==> config.mk <==
export PLATFORM = sky130hd
export DESIGN_NAME = dss_sequencer
export DESIGN_NICKNAME = d
export VERILOG_FILES = /design/src/common/dss_pkg.sv /design/src/rtl/dss_sequencer.sv /design/src/rtl/dss_input_sync.sv
export SDC_FILE = /design/constraint.sdc
export NUM_CORES = 1
export LEC_CHECK = 0
export CORE_MARGIN = 3
export CORE_UTILIZATION = 63
export CTS_CLUSTER_SIZE = 10
export DETAILED_ROUTE_END_ITERATION = 10
export DONT_BUFFER_PORTS = 1
export GPL_TIMING_DRIVEN = 0
export PLACE_DENSITY = 0.79
export SYNTH_ARGS = -nofsm -noshare
export SYNTH_HDL_FRONTEND = slang
export SYNTH_SLANG_ARGS = --single-unit
==> constraint.sdc <==
create_clock -name clk -period 2.5 [get_ports clk]
set_clock_uncertainty 0.05 [all_clocks]
set_input_delay 0 -clock clk [delete_from_list [all_inputs] [get_ports clk]]
set_output_delay 0 -clock clk [all_outputs]
set_load 0.02 [all_outputs]
==> src/common/dss_pkg.sv <==
package dss_pkg;

  // oscillator derived from the 250 MHz system clock
  localparam int unsigned DSS_CLK_HZ      = 250_000_000;
  localparam int unsigned DSS_OSC_HI_KHZ  = 1_000;
  localparam int unsigned DSS_OSC_LO_KHZ  = 500;
  localparam int unsigned DSS_DIV_HI      =
    DSS_CLK_HZ / (DSS_OSC_HI_KHZ * 1_000);
  localparam int unsigned DSS_DIV_LO      =
    DSS_CLK_HZ / (DSS_OSC_LO_KHZ * 1_000);
  localparam logic [8:0]  DSS_OSC_LAST_HI = 9'(DSS_DIV_HI - 1);
  localparam logic [8:0]  DSS_OSC_LAST_LO = 9'(DSS_DIV_LO - 1);

  // soft-start: 4096 oscillator cycles, 32 steps of 128 cycles
  localparam int unsigned DSS_SS_CYCLES   = 4_096;
  localparam int unsigned DSS_SS_STEPS    = 32;
  localparam int unsigned DSS_SS_STEP_LEN = DSS_SS_CYCLES / DSS_SS_STEPS;
  localparam logic [11:0] DSS_SS_LAST     = 12'(DSS_SS_CYCLES - 1);
  localparam logic [6:0]  DSS_STEP_LAST   = 7'(DSS_SS_STEP_LEN - 1);
  localparam logic [4:0]  DSS_REF_FULL    = 5'h1f;
  localparam logic [4:0]  DSS_REF_ZERO    = 5'h00;

  // fault timer
  localparam int unsigned DSS_FAULT_MS     = 64;
  localparam int unsigned DSS_FAULT_CYCLES = DSS_CLK_HZ / 1_000 * DSS_FAULT_MS;

  // indices of the synchronised input vector
  localparam int unsigned DSS_NIN     = 11;
  localparam int unsigned DSS_I_SHUTDOWN_N_INPUT  = 0;
  localparam int unsigned DSS_I_FREQUENCY_SELECT  = 1;
  localparam int unsigned DSS_I_SUPOK = 2;
  localparam int unsigned DSS_I_REFOK = 3;
  localparam int unsigned DSS_I_GLOW  = 4;
  localparam int unsigned DSS_I_TRIP  = 5;
  localparam int unsigned DSS_I_OC    = 6;
  localparam int unsigned DSS_I_OT    = 7;
  localparam int unsigned DSS_I_MAINL = 8;
  localparam int unsigned DSS_I_POSL  = 9;
  localparam int unsigned DSS_I_NEGL  = 10;

  typedef enum logic [2:0] {
    DSS_OFF   = 3'b000,
    DSS_SUPPLY_LOW_LOCKOUT  = 3'b001,
    DSS_REF   = 3'b010,
    DSS_GATE  = 3'b011,
    DSS_SOFT  = 3'b100,
    DSS_RUN   = 3'b101,
    DSS_FAULT = 3'b110
  } dss_state_t;

endpackage

==> src/rtl/dss_sequencer.sv <==
// Summary of operation
// - clock edge sets the switch; a trip clears it until the next edge
// - reference enabled once supply is above the lockout threshold, or by over-temperature during lockout
// - reference good starts oscillator and begins pulling the gate low
// - weak gate pull-down first, strong pull-down once the gate is low
// - supply below threshold sets fault and pulls the gate high hard
// - shutdown low disables everything; release starts power-up
// - fault latch clears only by shutdown toggle or reset; supply dropping below lockout does not clear it
// - lockout check runs first after shutdown release
// - negative regulator enabled together with the main regulator
// - positive regulator enabled only after soft-start completes
// - fault timer held inactive during soft-start
// - soft-start ramps the reference over 4096 oscillator cycles
// - soft-start reference is a 5-bit value in 32 equal steps
// - frequency select low gives 500 kHz, high gives 1 MHz
// - input overcurrent counts as a fault event
// - after soft-start a low output or overcurrent runs the fault timer
// - fault held for 64 ms sets the fault latch, reference stays on
// - over-temperature sets the same fault latch
`timescale 1ns/1ps
module dss_sequencer import dss_pkg::*; #(
  parameter int unsigned FAULT_CYCLES = DSS_FAULT_CYCLES,
  // shorter periods only so that simulation can reach the end of soft-start
  parameter logic [8:0]  OSC_LAST_HI  = DSS_OSC_LAST_HI,
  parameter logic [8:0]  OSC_LAST_LO  = DSS_OSC_LAST_LO
) (
  input  wire logic       clk,
  input  wire logic       reset,
  input  wire logic       shutdownNInput,
  input  wire logic       frequencySelect,
  input  wire logic       supplyAboveLockout,
  input  wire logic       referenceGood,
  input  wire logic       gateLowDetect,
  input  wire logic       pwmTrip,
  input  wire logic       overcurrentTrip,
  input  wire logic       overTemp,
  input  wire logic       mainOutputLow,
  input  wire logic       posOutputLow,
  input  wire logic       negOutputLow,
  output logic            lockoutEnable,
  output logic            referenceEnable,
  output logic            oscillatorEnable,
  output logic            gateWeakPullDown,
  output logic            gateStrongPullDown,
  output logic            gateStrongPullUp,
  output logic            powerSwitchOn,
  output logic            mainEnable,
  output logic            negEnable,
  output logic            posEnable,
  output logic [4:0]      softStartRef,
  output logic            faultLatched,
  output logic            faultTimerRunning
);

  localparam logic [23:0] FAULT_LAST = 24'(FAULT_CYCLES - 1);

  typedef struct packed {
    dss_state_t  st;
    logic [8:0]  oscCnt;
    logic [11:0] ssCnt;
    logic [23:0] faultCnt;
    logic        uvloEn;
    logic        refEn;
    logic        oscEn;
    logic        weakDn;
    logic        strongDn;
    logic        strongUp;
    logic        sw;
    logic        mainEn;
    logic        negEn;
    logic        posEn;
    logic [4:0]  ssRef;
    logic        fault;
    logic        timerRun;
  } dss_core_t;

  dss_core_t            r_reg;
  dss_core_t            r_next;
  logic [DSS_NIN-1:0]   syncIn;
  logic [DSS_NIN-1:0]   rawIn;

  assign rawIn = {negOutputLow, posOutputLow, mainOutputLow, overTemp,
                  overcurrentTrip, pwmTrip, gateLowDetect, referenceGood,
                  supplyAboveLockout, frequencySelect, shutdownNInput};

  dss_input_sync #(.W(DSS_NIN)) uSync (
    .clk   (clk),
    .reset (reset),
    .din   (rawIn),
    .dout  (syncIn)
  );

  logic       shdnS;
  logic       supOkS;
  logic       tripS;
  logic       faultCond;
  logic       tick;
  logic       active;
  logic [8:0] oscLast;

  assign shdnS  = syncIn[DSS_I_SHUTDOWN_N_INPUT];
  assign supOkS = syncIn[DSS_I_SUPOK];
  assign tripS  = syncIn[DSS_I_TRIP];
  assign faultCond = syncIn[DSS_I_MAINL] | syncIn[DSS_I_POSL] |
                     syncIn[DSS_I_NEGL] | syncIn[DSS_I_OC];
  // rate selection; soft-start length follows automatically
  assign oscLast = syncIn[DSS_I_FREQUENCY_SELECT] ? OSC_LAST_HI
                                      : OSC_LAST_LO;
  assign tick   = r_reg.oscEn && (r_reg.oscCnt >= oscLast);
  assign active = (r_reg.st == DSS_REF) || (r_reg.st == DSS_GATE) ||
                  (r_reg.st == DSS_SOFT) || (r_reg.st == DSS_RUN);

  always_comb begin
    r_next          = r_reg;
    r_next.timerRun = 1'b0;
    r_next.oscCnt   = (!r_reg.oscEn || tick) ? 9'h000 : r_reg.oscCnt + 9'h001;
    case (r_reg.st)
      DSS_OFF: begin
        if (shdnS) begin
          r_next.st = DSS_SUPPLY_LOW_LOCKOUT;
        end
      end
      DSS_SUPPLY_LOW_LOCKOUT: begin
        if (supOkS) begin
          r_next.st = DSS_REF;
        end
      end
      DSS_REF: begin
        if (syncIn[DSS_I_REFOK]) begin
          r_next.st = DSS_GATE;
        end
      end
      DSS_GATE: begin
        r_next.ssCnt = 12'h000;
        if (syncIn[DSS_I_GLOW]) begin
          r_next.st = DSS_SOFT;
        end
      end
      DSS_SOFT: begin
        if (tick) begin
          r_next.ssCnt = r_reg.ssCnt + 12'h001;
          if (r_reg.ssCnt == DSS_SS_LAST) begin
            r_next.st = DSS_RUN;
          end
        end
      end
      DSS_RUN: begin
        // any break in the fault condition restarts the full timeout
        if (faultCond) begin
          r_next.timerRun = 1'b1;
          r_next.faultCnt = r_reg.faultCnt + 24'h00_0001;
          if (r_reg.faultCnt >= FAULT_LAST) begin
            r_next.st = DSS_FAULT;
          end
        end else begin
          r_next.faultCnt = 24'h00_0000;
        end
      end
      DSS_FAULT: begin
        r_next.st = DSS_FAULT;
      end
      default: begin
        r_next.st = DSS_OFF;
      end
    endcase
    if (active && !supOkS) begin
      r_next.st = DSS_FAULT;
    end
    if (syncIn[DSS_I_OT] && (r_reg.st != DSS_OFF)) begin
      r_next.st = DSS_FAULT;
    end
    if (!shdnS) begin
      r_next.st = DSS_OFF;
    end
    if (r_next.st != DSS_RUN) begin
      r_next.faultCnt = 24'h00_0000;
      r_next.timerRun = 1'b0;
    end
    if ((r_next.st != DSS_SOFT) && (r_next.st != DSS_RUN)) begin
      r_next.ssCnt = 12'h000;
    end

    r_next.uvloEn   = (r_next.st != DSS_OFF);
    r_next.refEn    = (r_next.st != DSS_OFF) && (r_next.st != DSS_SUPPLY_LOW_LOCKOUT);
    r_next.oscEn    = (r_next.st == DSS_GATE) || (r_next.st == DSS_SOFT) ||
                      (r_next.st == DSS_RUN);
    r_next.weakDn   = (r_next.st == DSS_GATE);
    r_next.strongDn = (r_next.st == DSS_SOFT) || (r_next.st == DSS_RUN);
    r_next.strongUp = !r_next.oscEn;
    r_next.mainEn   = r_next.strongDn;
    r_next.negEn    = r_next.strongDn;
    r_next.posEn    = (r_next.st == DSS_RUN);
    r_next.fault    = (r_next.st == DSS_FAULT);
    if (r_next.st == DSS_RUN) begin
      r_next.ssRef = DSS_REF_FULL;
    end else if (r_next.st == DSS_SOFT) begin
      r_next.ssRef = r_next.ssCnt[11:7];
    end else begin
      r_next.ssRef = DSS_REF_ZERO;
    end
    // set on the oscillator edge wins; otherwise a trip holds it off
    if (!r_next.mainEn) begin
      r_next.sw = 1'b0;
    end else if (tick) begin
      r_next.sw = 1'b1;
    end else if (tripS) begin
      r_next.sw = 1'b0;
    end
  end

  always_ff @(posedge clk) begin
    if (reset) begin
      r_reg          <= '0;
      r_reg.st       <= DSS_OFF;
      r_reg.strongUp <= 1'b1;
    end else begin
      r_reg <= r_next;
    end
  end

  assign lockoutEnable      = r_reg.uvloEn;
  assign referenceEnable    = r_reg.refEn;
  assign oscillatorEnable   = r_reg.oscEn;
  assign gateWeakPullDown   = r_reg.weakDn;
  assign gateStrongPullDown = r_reg.strongDn;
  assign gateStrongPullUp   = r_reg.strongUp;
  assign powerSwitchOn      = r_reg.sw;
  assign mainEnable         = r_reg.mainEn;
  assign negEnable          = r_reg.negEn;
  assign posEnable          = r_reg.posEn;
  assign softStartRef       = r_reg.ssRef;
  assign faultLatched       = r_reg.fault;
  assign faultTimerRunning  = r_reg.timerRun;
endmodule

==> src/rtl/dss_input_sync.sv <==
`timescale 1ns/1ps
module dss_input_sync import dss_pkg::*; #(
  parameter int unsigned W = DSS_NIN
) (
  input  wire logic         clk,
  input  wire logic         reset,
  input  wire logic [W-1:0] din,
  output logic      [W-1:0] dout
);

  typedef struct packed {
    logic [W-1:0] s1;
    logic [W-1:0] s2;
    logic [W-1:0] s3;
    logic [W-1:0] q;
  } dss_sync_t;

  dss_sync_t r_reg;
  dss_sync_t r_next;

  // s1 feeds only s2; a change counts once s2 and s3 agree
  always_comb begin
    r_next    = r_reg;
    r_next.s1 = din;
    r_next.s2 = r_reg.s1;
    r_next.s3 = r_reg.s2;
    r_next.q  = (r_reg.s2 & r_reg.s3) |
                (~(r_reg.s2 ^ r_reg.s3) & r_reg.s2) |
                ((r_reg.s2 ^ r_reg.s3) & r_reg.q);
  end

  always_ff @(posedge clk) begin
    if (reset) begin
      r_reg <= '0;
    end else begin
      r_reg <= r_next;
    end
  end

  assign dout = r_reg.q;

endmodule

==> results.cfg, run 1 <==
[global_route]
grt_max_degree = 21
grt_antenna_before_repair = 0
grt_pass1_wl_um = 14000
grt_pass1_vias = 3074
grtUsageTotal_pct = 20.7
grt.overflow.total = 0

[cells_and_area]
final_cell_area_um2 = 5020
nets = 532
drive_gt1_share_pct = 15.0
num-fill-cells = 506
largest_reg_flops = 48
num_antenna_cells = 0
area_growth_pct = 11.6

[critical_path]
required_ns = 2.75
critPathLaunch = uSync.dout[1]$_SDFF_PP0_
cp_max_fo = 4
rr_worst_depth = 8
crit_arrival_ns = 2.68
crit_top_cell = a211oi_2
r2r_slack_ns = 0.07
critPathKind = reg2reg
r2r-end = r_reg[49]$_SDFF_PP0_
path_cells = ha_1, a211oi_2, nor4_4, buf_4, nor2_1, or3_4, or2_1, a211oi_2
start_kind = flip-flop
end_kind = flip-flop
cp_slowest_stage_delay_ns = 0.41
path_delay_family = simple AND/OR/NAND/NOR gates
crit_slowest_cell = or3_4
rr_startpoint = uSync.dout[1]$_SDFF_PP0_
path_buf_inv = 1

[route]
route.detailed.wl_per_inst_um = 13.7
drt_first_iter_violations = 120
vias_per_cell = 5.57
vias = 3357
dr.pass1.iters = 5
totalWireLength_um = 8280
ant_nets = 0
drc = 0

[logic_synthesis]
synth_common_cells = 107 x dfxtp_1, 52 x nor2_1, 35 x nor2b_1
ys_warn_count = 0
synth.largest_area_cell = dfxtp_1
synth_area_leaders = dfxtp_1 48%, nor2b_1 4.9%, ha_1 4.7%
syn_nets = 506
ys_ff_latch = 107
synth_area_um2 = 4500
ys_seq_area_share_pct = 47.6
synth_edf_count = 0
syn_area_per_cell_um2 = 9.46
synth_top_area_share_pct = 47.6
synth_flop_cell = dfxtp_1
synthArstFlopShare_pct = 0
synth.distinct_cells = 51
synth.most_common_cell = dfxtp_1
syn_inst = 476

[worst_hold_path]
min_to = uSync.r_next[25]$_SDFF_PP0_
holdCritStartpoint = referenceGood
hold_class = in2reg
whs_path_depth = 2

[pwr]
cellPowerDensity_nw_per_um2 = 566
p_seq_share_pct = 60.9
p_sw_share_pct = 23.5
switching_power_uw = 667
p_int_uw = 2180
clkPwrFrac_pct = 37.2
ir_drop_v = 0.000445
leakage_uw = 0.00182
combinationalPowerShare_pct = 1.9

[floorplanning]
die_w_um = 90.5
die_y_um = 90.5
ios = 30
rows = 30
start_util_pct = 65.5
dieArea_um2 = 8200
design.core.area_um2 = 6870

[sta]
max_clock_freq_mhz = 411
finalCritPeriodShare_pct = 97.2
hold_violations = 0
setup_viol = 0
rsz0062_at_grt = true
finalSetupTns_ns = 0
min_period_ns = 2.43
worst_slew_margin_rel_pct = 39.3
tightest_slew_ns = 0.902
finalMaxSlewViolations = 0

[placed_design]
dpl_cell_area_um2 = 4620
globalplace.congestion = 0.885
portBuffers = 0
dpl.hpwl_um = 5580

[cts]
cts-root-buf = clkbuf_8
cts_htree_levels = 3
cts_tree = yes
cts_sinks = 107
clock_path_buffers = 2
clock_latency_ns = 0.38
path_clk_slew_ns = 0.11
cts_buffers = 9

[run_status]
status = complete, no violations

[run]
drv_cap = 0
[final cells by class]
class | count | area, um^2 | area share, %
buffer | 26 | 179 | 3.56
clock buffer | 10 | 138 | 2.74
clock inverter | 6 | 65.1 | 1.29
inverter | 12 | 45.0 | 0.896
multi-input combinational | 331 | 2190 | 43.6
sequential | 107 | 2150 | 42.7
tap | 96 | 120 | 2.39
timing repair buffer | 15 | 143 | 2.84
[per-layer routing]
layer | wire length (um) | global-route usage, % | vias to the layer above
met5 | 0 | 0 | -
met4 | 193 | 7.91 | 0
met3 | 332 | 5.42 | 17
met2 | 3970 | 33.4 | 76
met1 | 3790 | 26.7 | 1572
li1 | - | - | 1692
[worst register-to-register path: cells and delay by family (launching register included)]
| family | cells | cell delay, ns |
|---|---|---|
| AND/OR/NAND/NOR | 4 | 1.13 |
| adder cells (fa/ha/maj) | 1 | 0.29 |
| flip-flops | 1 | 0.37 |
| AO/OA/AOI/OAI | 2 | 0.33 |
| buffers and inverters | 1 | 0.19 |
[worst max-delay path by stage]
stage	endpoint	slack [ns]	depth (start not counted)
final	r_reg[49]$_SDFF_PP0_	0.07	8
after global routing	oscillatorEnable$_SDFF_PP0_	-0.01	8
after CTS	r_reg[30]$_SDFFE_PP0P_	0.001	9
after detailed placement	r_reg[30]$_SDFFE_PP0P_	-0.18	10
after global placement	r_reg[32]$_SDFFE_PP0P_	-0.11	10
after floorplan	r_reg[30]$_SDFFE_PP0P_	0.25	10
[cells in the final DEF (no fill, tap or decap), drive strengths merged, types with 2 or more instances in the layout]
cell type	n
a211oi	5
a21oi	31
a31oi	4
and3	11
and4	2
buf	21
clkbuf	18
clkinv	2
dfxtp	107
dlygate4sd3	12
ha	17
inv	16
nand2	24
nand2b	3
nand3	22
nand3b	5
nand4	9
nor2	52
nor2b	35
nor3	31
nor3b	4
nor4	5
o21a	2
o21ai	10
or2	3
or3	5
or4	4
xnor2	12
xor2	19
[power groups by stage]
stage / clock network, uW / logic [uW] / registers, uW
finish: 1060 / 54.2 / 1730
global route: 1140 / 61.7 / 1730
CTS: 1080 / 54.4 / 1730
detailed placement: 0 / 38.5 / 1770
global placement: 0 / 37.6 / 1770
floorplan: 0 / 30.1 / 1770
[logic make-up (layout without fill, tap and decap cells)]
logic type	after synthesis	in the layout	share of synthesized area, %
flops	107	107	47.6
compound gates	64	64	8.73
xor+xnor	31	31	6.03
simple gates	217	217	27.8
buf+inv	38	69	4.72
mux	1	1	0.222
fa+ha+maj	18	18	4.95
[stage by stage]
step	total power (uW)	setup slack (ns)	hold slack [ns]	util, %	instances
finish	2840	0.0690	0.224	73.2	603
global route	2940	-0.0107	0.238	73.2	603
CTS	2860	0.00140	0.212	72.3	601
detailed placement	1810	-0.182	0.0583	67.3	572
global placement	1810	-0.112	0.0626	67.3	572
floorplan	1800	0.246	0.0373	-	476
[timing repair]
item                                    4_1_cts  5_1_grt
buffers inserted                              1        2
hold buffers                                 12        0
endpoints found under the setup margin       36       40
hold endpoints to repair                     37        0
pin swaps                                     2        3
resized for setup                             2       17
Note: power is estimated with default switching activity, not from simulation.
==> inputs of run 2 (changes only) <==
Settings changed: CORE_UTILIZATION 63 to 65, CTS_BUF_LIST set to sky130_fd_sc_hd__clkbuf_2 sky130_fd_sc_hd__clkbuf_4 sky130_fd_sc_hd__clkbuf_8, PLACE_DENSITY 0.79 to 0.81.
==> run 2 against run 1 <==
Clock power is essentially flat. Clock-buffer cell count is the same. Critical path depth is the same. Non-clock buffer count grew 4. Cell count shrank 2.5%. Fmax grew 1.1%. Sequential cell count is the same. Cell area grew 0.17%. Hold slack lost 0.0010 ns. Sequential share of layout area shrank 0.074 points. Critical endpoint is now oscillatorEnable$_SDFF_PP0_.
==> results.cfg, run 2 (synthesis results as in run 1) <==
[critical_path]
path_cells = or3_1, nor4_2, nand3_1, a211oi_2, or3_1, buf_2, buf_6, o21ai_0
path_delay_family = simple AND/OR/NAND/NOR gates
crit_arrival_ns = 2.58
rr_startpoint = r_reg[27]$_SDFFE_PP0P_
start_kind = flip-flop
crit_top_cell = or3_1
cp_max_fo = 10
critPathKind = reg2reg
required_ns = 2.67
crit_slowest_cell = or3_1
cp_slowest_stage_delay_ns = 0.42
end_kind = flip-flop
critPathLaunch = r_reg[27]$_SDFFE_PP0P_
path_buf_inv = 2

[sta]
hold_violations = 0
max_clock_freq_mhz = 416
setup_viol = 0
finalCritPeriodShare_pct = 96.1
min_period_ns = 2.40
finalMaxSlewViolations = 0
tightest_slew_ns = 0.899
worst_slew_margin_rel_pct = 39.6
whs_ns = 0.223

[route]
vias_per_cell = 5.66
route.detailed.wl_per_inst_um = 14.2
ant_nets = 0
drc = 0
drt_first_iter_violations = 217
vias = 3329
totalWireLength_um = 8340
dr.pass1.iters = 4

[placed_design]
dpl.hpwl_um = 5690
placed_cells = 553
portBuffers = 0
globalplace.congestion = 0.874

[global_route]
grt.overflow.total = 0
grtUsageMet1_pct = 29.5
grtUsageTotal_pct = 23.2
grt_max_degree = 21
top_usage_layer = met2
grt_pass1_wl_um = 14400
grt_antenna_before_repair = 0
gr-usage-met3_pct = 6.08
grt_pass1_vias = 3214
globalRouteMet2Util_pct = 37.7

[cells_and_area]
mostFrequentLayoutCell = dfxtp_1
num-fill-cells = 452
final_cells = 588
area_growth_pct = 11.8
multi_input_area_um2 = 2200
fin_util_pct = 77.1
largest_reg_flops = 48
num_antenna_cells = 0
final_cell_mix = 106 x dfxtp_1, 52 x nor2_1, 35 x nor2b_1
register_area_um2 = 2150
drive_gt1_share_pct = 15.7
nets = 536

[worst_hold_path]
holdCritStartpoint = posOutputLow
hold_class = in2reg

[floorplanning]
design.core.area_um2 = 6530
rows = 29
die_y_um = 89.2
dieArea_um2 = 7960
ios = 30
die_w_um = 89.2
start_util_pct = 68.9

[cts]
cts_sinks = 107
clock_latency_ns = 0.38
cts_htree_levels = 3
cts_tree = yes
clock_path_buffers = 2
path_clk_slew_ns = 0.11
cts_buffers = 9
cts-root-buf = clkbuf_8

[run]
drv_cap = 0

[run_status]
status = complete, no violations

[pwr]
leakage_uw = 0.00183
ir_drop_v = 0.000524
cellPowerDensity_nw_per_um2 = 561
run 2: cell types whose count changed in the layout (fill, tap and decap cells not counted), sizes merged:
cell,before,now
buf,21,25
clkinv,2,1
inv,16,17
run 2: worst paths after layout:
kind                                 end  slack (ns)  cells after the start
max          oscillatorEnable$_SDFF_PP0_         0.1                      8
min          uSync.r_next[31]$_SDFF_PP0_        0.22                      2
max reg2reg  oscillatorEnable$_SDFF_PP0_         0.1                      8
min reg2reg  uSync.r_next[14]$_SDFF_PP0_        0.40                      1
run 2: layout make-up:
cell class | instances | area share, %
Multi-Input combinational cell | 331 | 43.7
Inverter | 12 | 0.895
Sequential cell | 107 | 42.6
Timing Repair Buffer | 19 | 3.43
Clock buffer | 10 | 2.61
Buffer | 26 | 3.53
Tap cell | 77 | 1.91
Clock inverter | 6 | 1.29
run 2: per-stage QoR:
stage	TNS [ns]	total power (uW)	area (um^2)	setup slack, ns
floorplan	0	1800	4500	0.246
global route	-0.0584	2920	5030	-0.0152
global placement	-1.88	1810	4600	-0.104
detailed placement	-2.33	1810	4600	-0.140
finish	0	2820	5030	0.0963
CTS	0	2850	4950	0.00443
run 2: report_power, final:
group	switching (uW)	total, uW	internal [uW]
Sequential	7.73	1730	1720
Combinational	25.1	55.0	29.8
Clock	630	1040	407
run 2: worst reg2reg max path: cells and delay by family, from the launching register on:
family                 cells  cell delay, ns
and+or+nand+nor            4            1.04
AOI/OAI and AO/OA          2            0.42
buffers and inverters      2            0.37
DFF                        1            0.35
run 2: repair_timing:
item                       CTS  global route
hold buffers                12             0
cloned                       0             0
hold endpoints to repair    39             0
setup buffers                2             5
pin swaps                    1             4
resized for setup            3            12
setup endpoints to repair   34            40
run 2: routing by layer:
metal / vias up / part of all wire, %
li1: 1702 / -
met1: 1553 / 46
met2: 57 / 49
met3: 17 / 3.4
met4: 0 / 1.8
met5: - / 0
==> inputs of run 3 (changes only) <==
==> constraint.sdc (replaced) <==
create_clock -name clk -period 2.5 [get_ports clk]
set_clock_uncertainty 0.05 [all_clocks]
set_input_delay 0.25 -clock clk [delete_from_list [all_inputs] [get_ports clk]]
set_output_delay 0.25 -clock clk [all_outputs]
set_load 0.02 [all_outputs]
==> run 3 against run 2 <==
Register-to-register slack about the same. Sequential power barely moved. Sequential share of layout area stayed put. Critical endpoint unchanged. Worst setup slack about the same. Cell count unchanged. Global-route usage about the same.
==> results.cfg, run 3 (synthesis results as in run 1) <==
[run_status]
status = complete, no violations

[critical_path]
r2r-end = oscillatorEnable$_SDFF_PP0_
rr_worst_depth = 8
rr_startpoint = r_reg[27]$_SDFFE_PP0P_
required_ns = 2.67
cp_max_fo = 10
path_cells = or3_1, nor4_2, nand3_1, a211oi_2, or3_1, buf_2, buf_6, o21ai_0
start_kind = flip-flop
crit_top_cell = or3_1
end_kind = flip-flop
cp_slowest_stage_delay_ns = 0.42
crit_arrival_ns = 2.58
crit_slowest_cell = or3_1
critPathKind = reg2reg
r2r_slack_ns = 0.1

[cts]
path_clk_slew_ns = 0.11
cts_tree = yes
cts_buffers = 9
cts-root-buf = clkbuf_8
cts_htree_levels = 3
clock_path_buffers = 2
clock_latency_ns = 0.38
cts_sinks = 107

[run]
drv_cap = 0

[route]
drt_first_iter_violations = 199
vias = 3334
drc = 0
route.detailed.wl_per_inst_um = 14.2
ant_nets = 0
vias_per_cell = 5.67
totalWireLength_um = 8360
dr.pass1.iters = 4

[cells_and_area]
nets = 536
num-fill-cells = 452
largest_reg_flops = 48
num_antenna_cells = 0
drive_gt1_share_pct = 15.7
multi_input_area_um2 = 2200
register_area_um2 = 2150
final_cells = 588
area_growth_pct = 11.8
final_cell_mix = 106 x dfxtp_1, 52 x nor2_1, 35 x nor2b_1
mostFrequentLayoutCell = dfxtp_1

[global_route]
grtUsageTotal_pct = 23.2
grt_max_degree = 21
grt_pass1_wl_um = 14400
grt_antenna_before_repair = 0
grt_pass1_vias = 3217
grt.overflow.total = 0

[sta]
finalSetupTns_ns = 0
finalCritPeriodShare_pct = 96.1
min_period_ns = 2.40
tightest_slew_ns = 0.909
hold_violations = 0
whs_ns = 0.204
setup_viol = 0
worst_slew_margin_rel_pct = 38.9
max_clock_freq_mhz = 416
finalMaxSlewViolations = 0

[pwr]
cellPowerDensity_nw_per_um2 = 561
ir_drop_v = 0.000524
leakage_uw = 0.00183

[placed_design]
dpl.hpwl_um = 5690
portBuffers = 0
placed_cells = 553
globalplace.congestion = 0.874

[floorplanning]
ios = 30
die_y_um = 89.2
start_util_pct = 68.9
dieArea_um2 = 7960
design.core.area_um2 = 6530
rows = 29
die_w_um = 89.2

[worst_hold_path]
whs_path_depth = 2
min_to = uSync.r_next[31]$_SDFF_PP0_
hold_class = in2reg
holdCritStartpoint = reset
==> run 3: per-layer routing <==
metal / vias up / track usage [%] / wire length (um) / part of all wire [%]
met5: - / 0 / 0 / 0
met4: 0 / 9.47 / 154 / 1.8
met3: 17 / 6.08 / 289 / 3.5
met2: 59 / 37.7 / 4080 / 49
met1: 1557 / 29.4 / 3830 / 46
li1: 1701 / - / - / -
==> run 3: through the flow <==
stage	total power (uW)	worst slack, ns	utilization [%]	instance area, um^2
2_1_floorplan	1800	0.246	-	4500
3_3_place_gp	1810	-0.104	70.4	4600
3_5_place_dp	1810	-0.140	70.4	4600
4_1_cts	2850	0.00443	75.7	4950
5_1_grt	2920	-0.0152	77.1	5030
6_report	2820	0.0967	77.1	5030
==> run 3: critical path: cells and delay by family (launching register included) <==
kind	cells	cell delay (ns)
AOI/OAI and AO/OA	2	0.42
buffers and inverters	2	0.37
DFF	1	0.35
and+or+nand+nor	4	1.04
==> run 3: how the worst max path moves through the flow <==
stage	cells past startpoint	slack, ns	end	from
3_5_place_dp	10	-0.14	r_reg[38]$_SDFFE_PP0P_	uSync.dout[1]$_SDFF_PP0_
5_1_grt	9	-0.02	r_reg[38]$_SDFFE_PP0P_	r_reg[56]$_SDFF_PP0_
2_1_floorplan	10	0.25	r_reg[30]$_SDFFE_PP0P_	uSync.dout[1]$_SDFF_PP0_
3_3_place_gp	10	-0.10	r_reg[31]$_SDFFE_PP0P_	uSync.dout[1]$_SDFF_PP0_
4_1_cts	9	0.004	r_reg[38]$_SDFFE_PP0P_	uSync.dout[1]$_SDFF_PP0_
6_report	8	0.1	oscillatorEnable$_SDFF_PP0_	r_reg[27]$_SDFFE_PP0P_
==> run 3: power breakdown <==
group | internal, uW | switching, uW
Sequential | 1720 | 7.72
Combinational | 29.9 | 24.4
Clock | 407 | 631
==> run 3: area by class of cell <==
cell class                      instances  share of cell area (%)
Multi-Input combinational cell        331                    43.7
Sequential cell                       107                    42.6
Buffer                                 26                    3.53
Timing Repair Buffer                   19                    3.43
Clock buffer                           10                    2.61
Tap cell                               77                    1.91
Clock inverter                          6                    1.29
Inverter                               12                   0.895
==> run 3: what timing repair did <==
| item | CTS | global route |
|---|---|---|
| hold buffers | 12 | 0 |
| endpoints found under the setup margin | 34 | 40 |
| setup buffers | 2 | 5 |
| gates resized for setup | 3 | 12 |
| endpoints found under the hold margin | 12 | 0 |
| pin swaps | 1 | 4 |
| cloned | 0 | 0 |
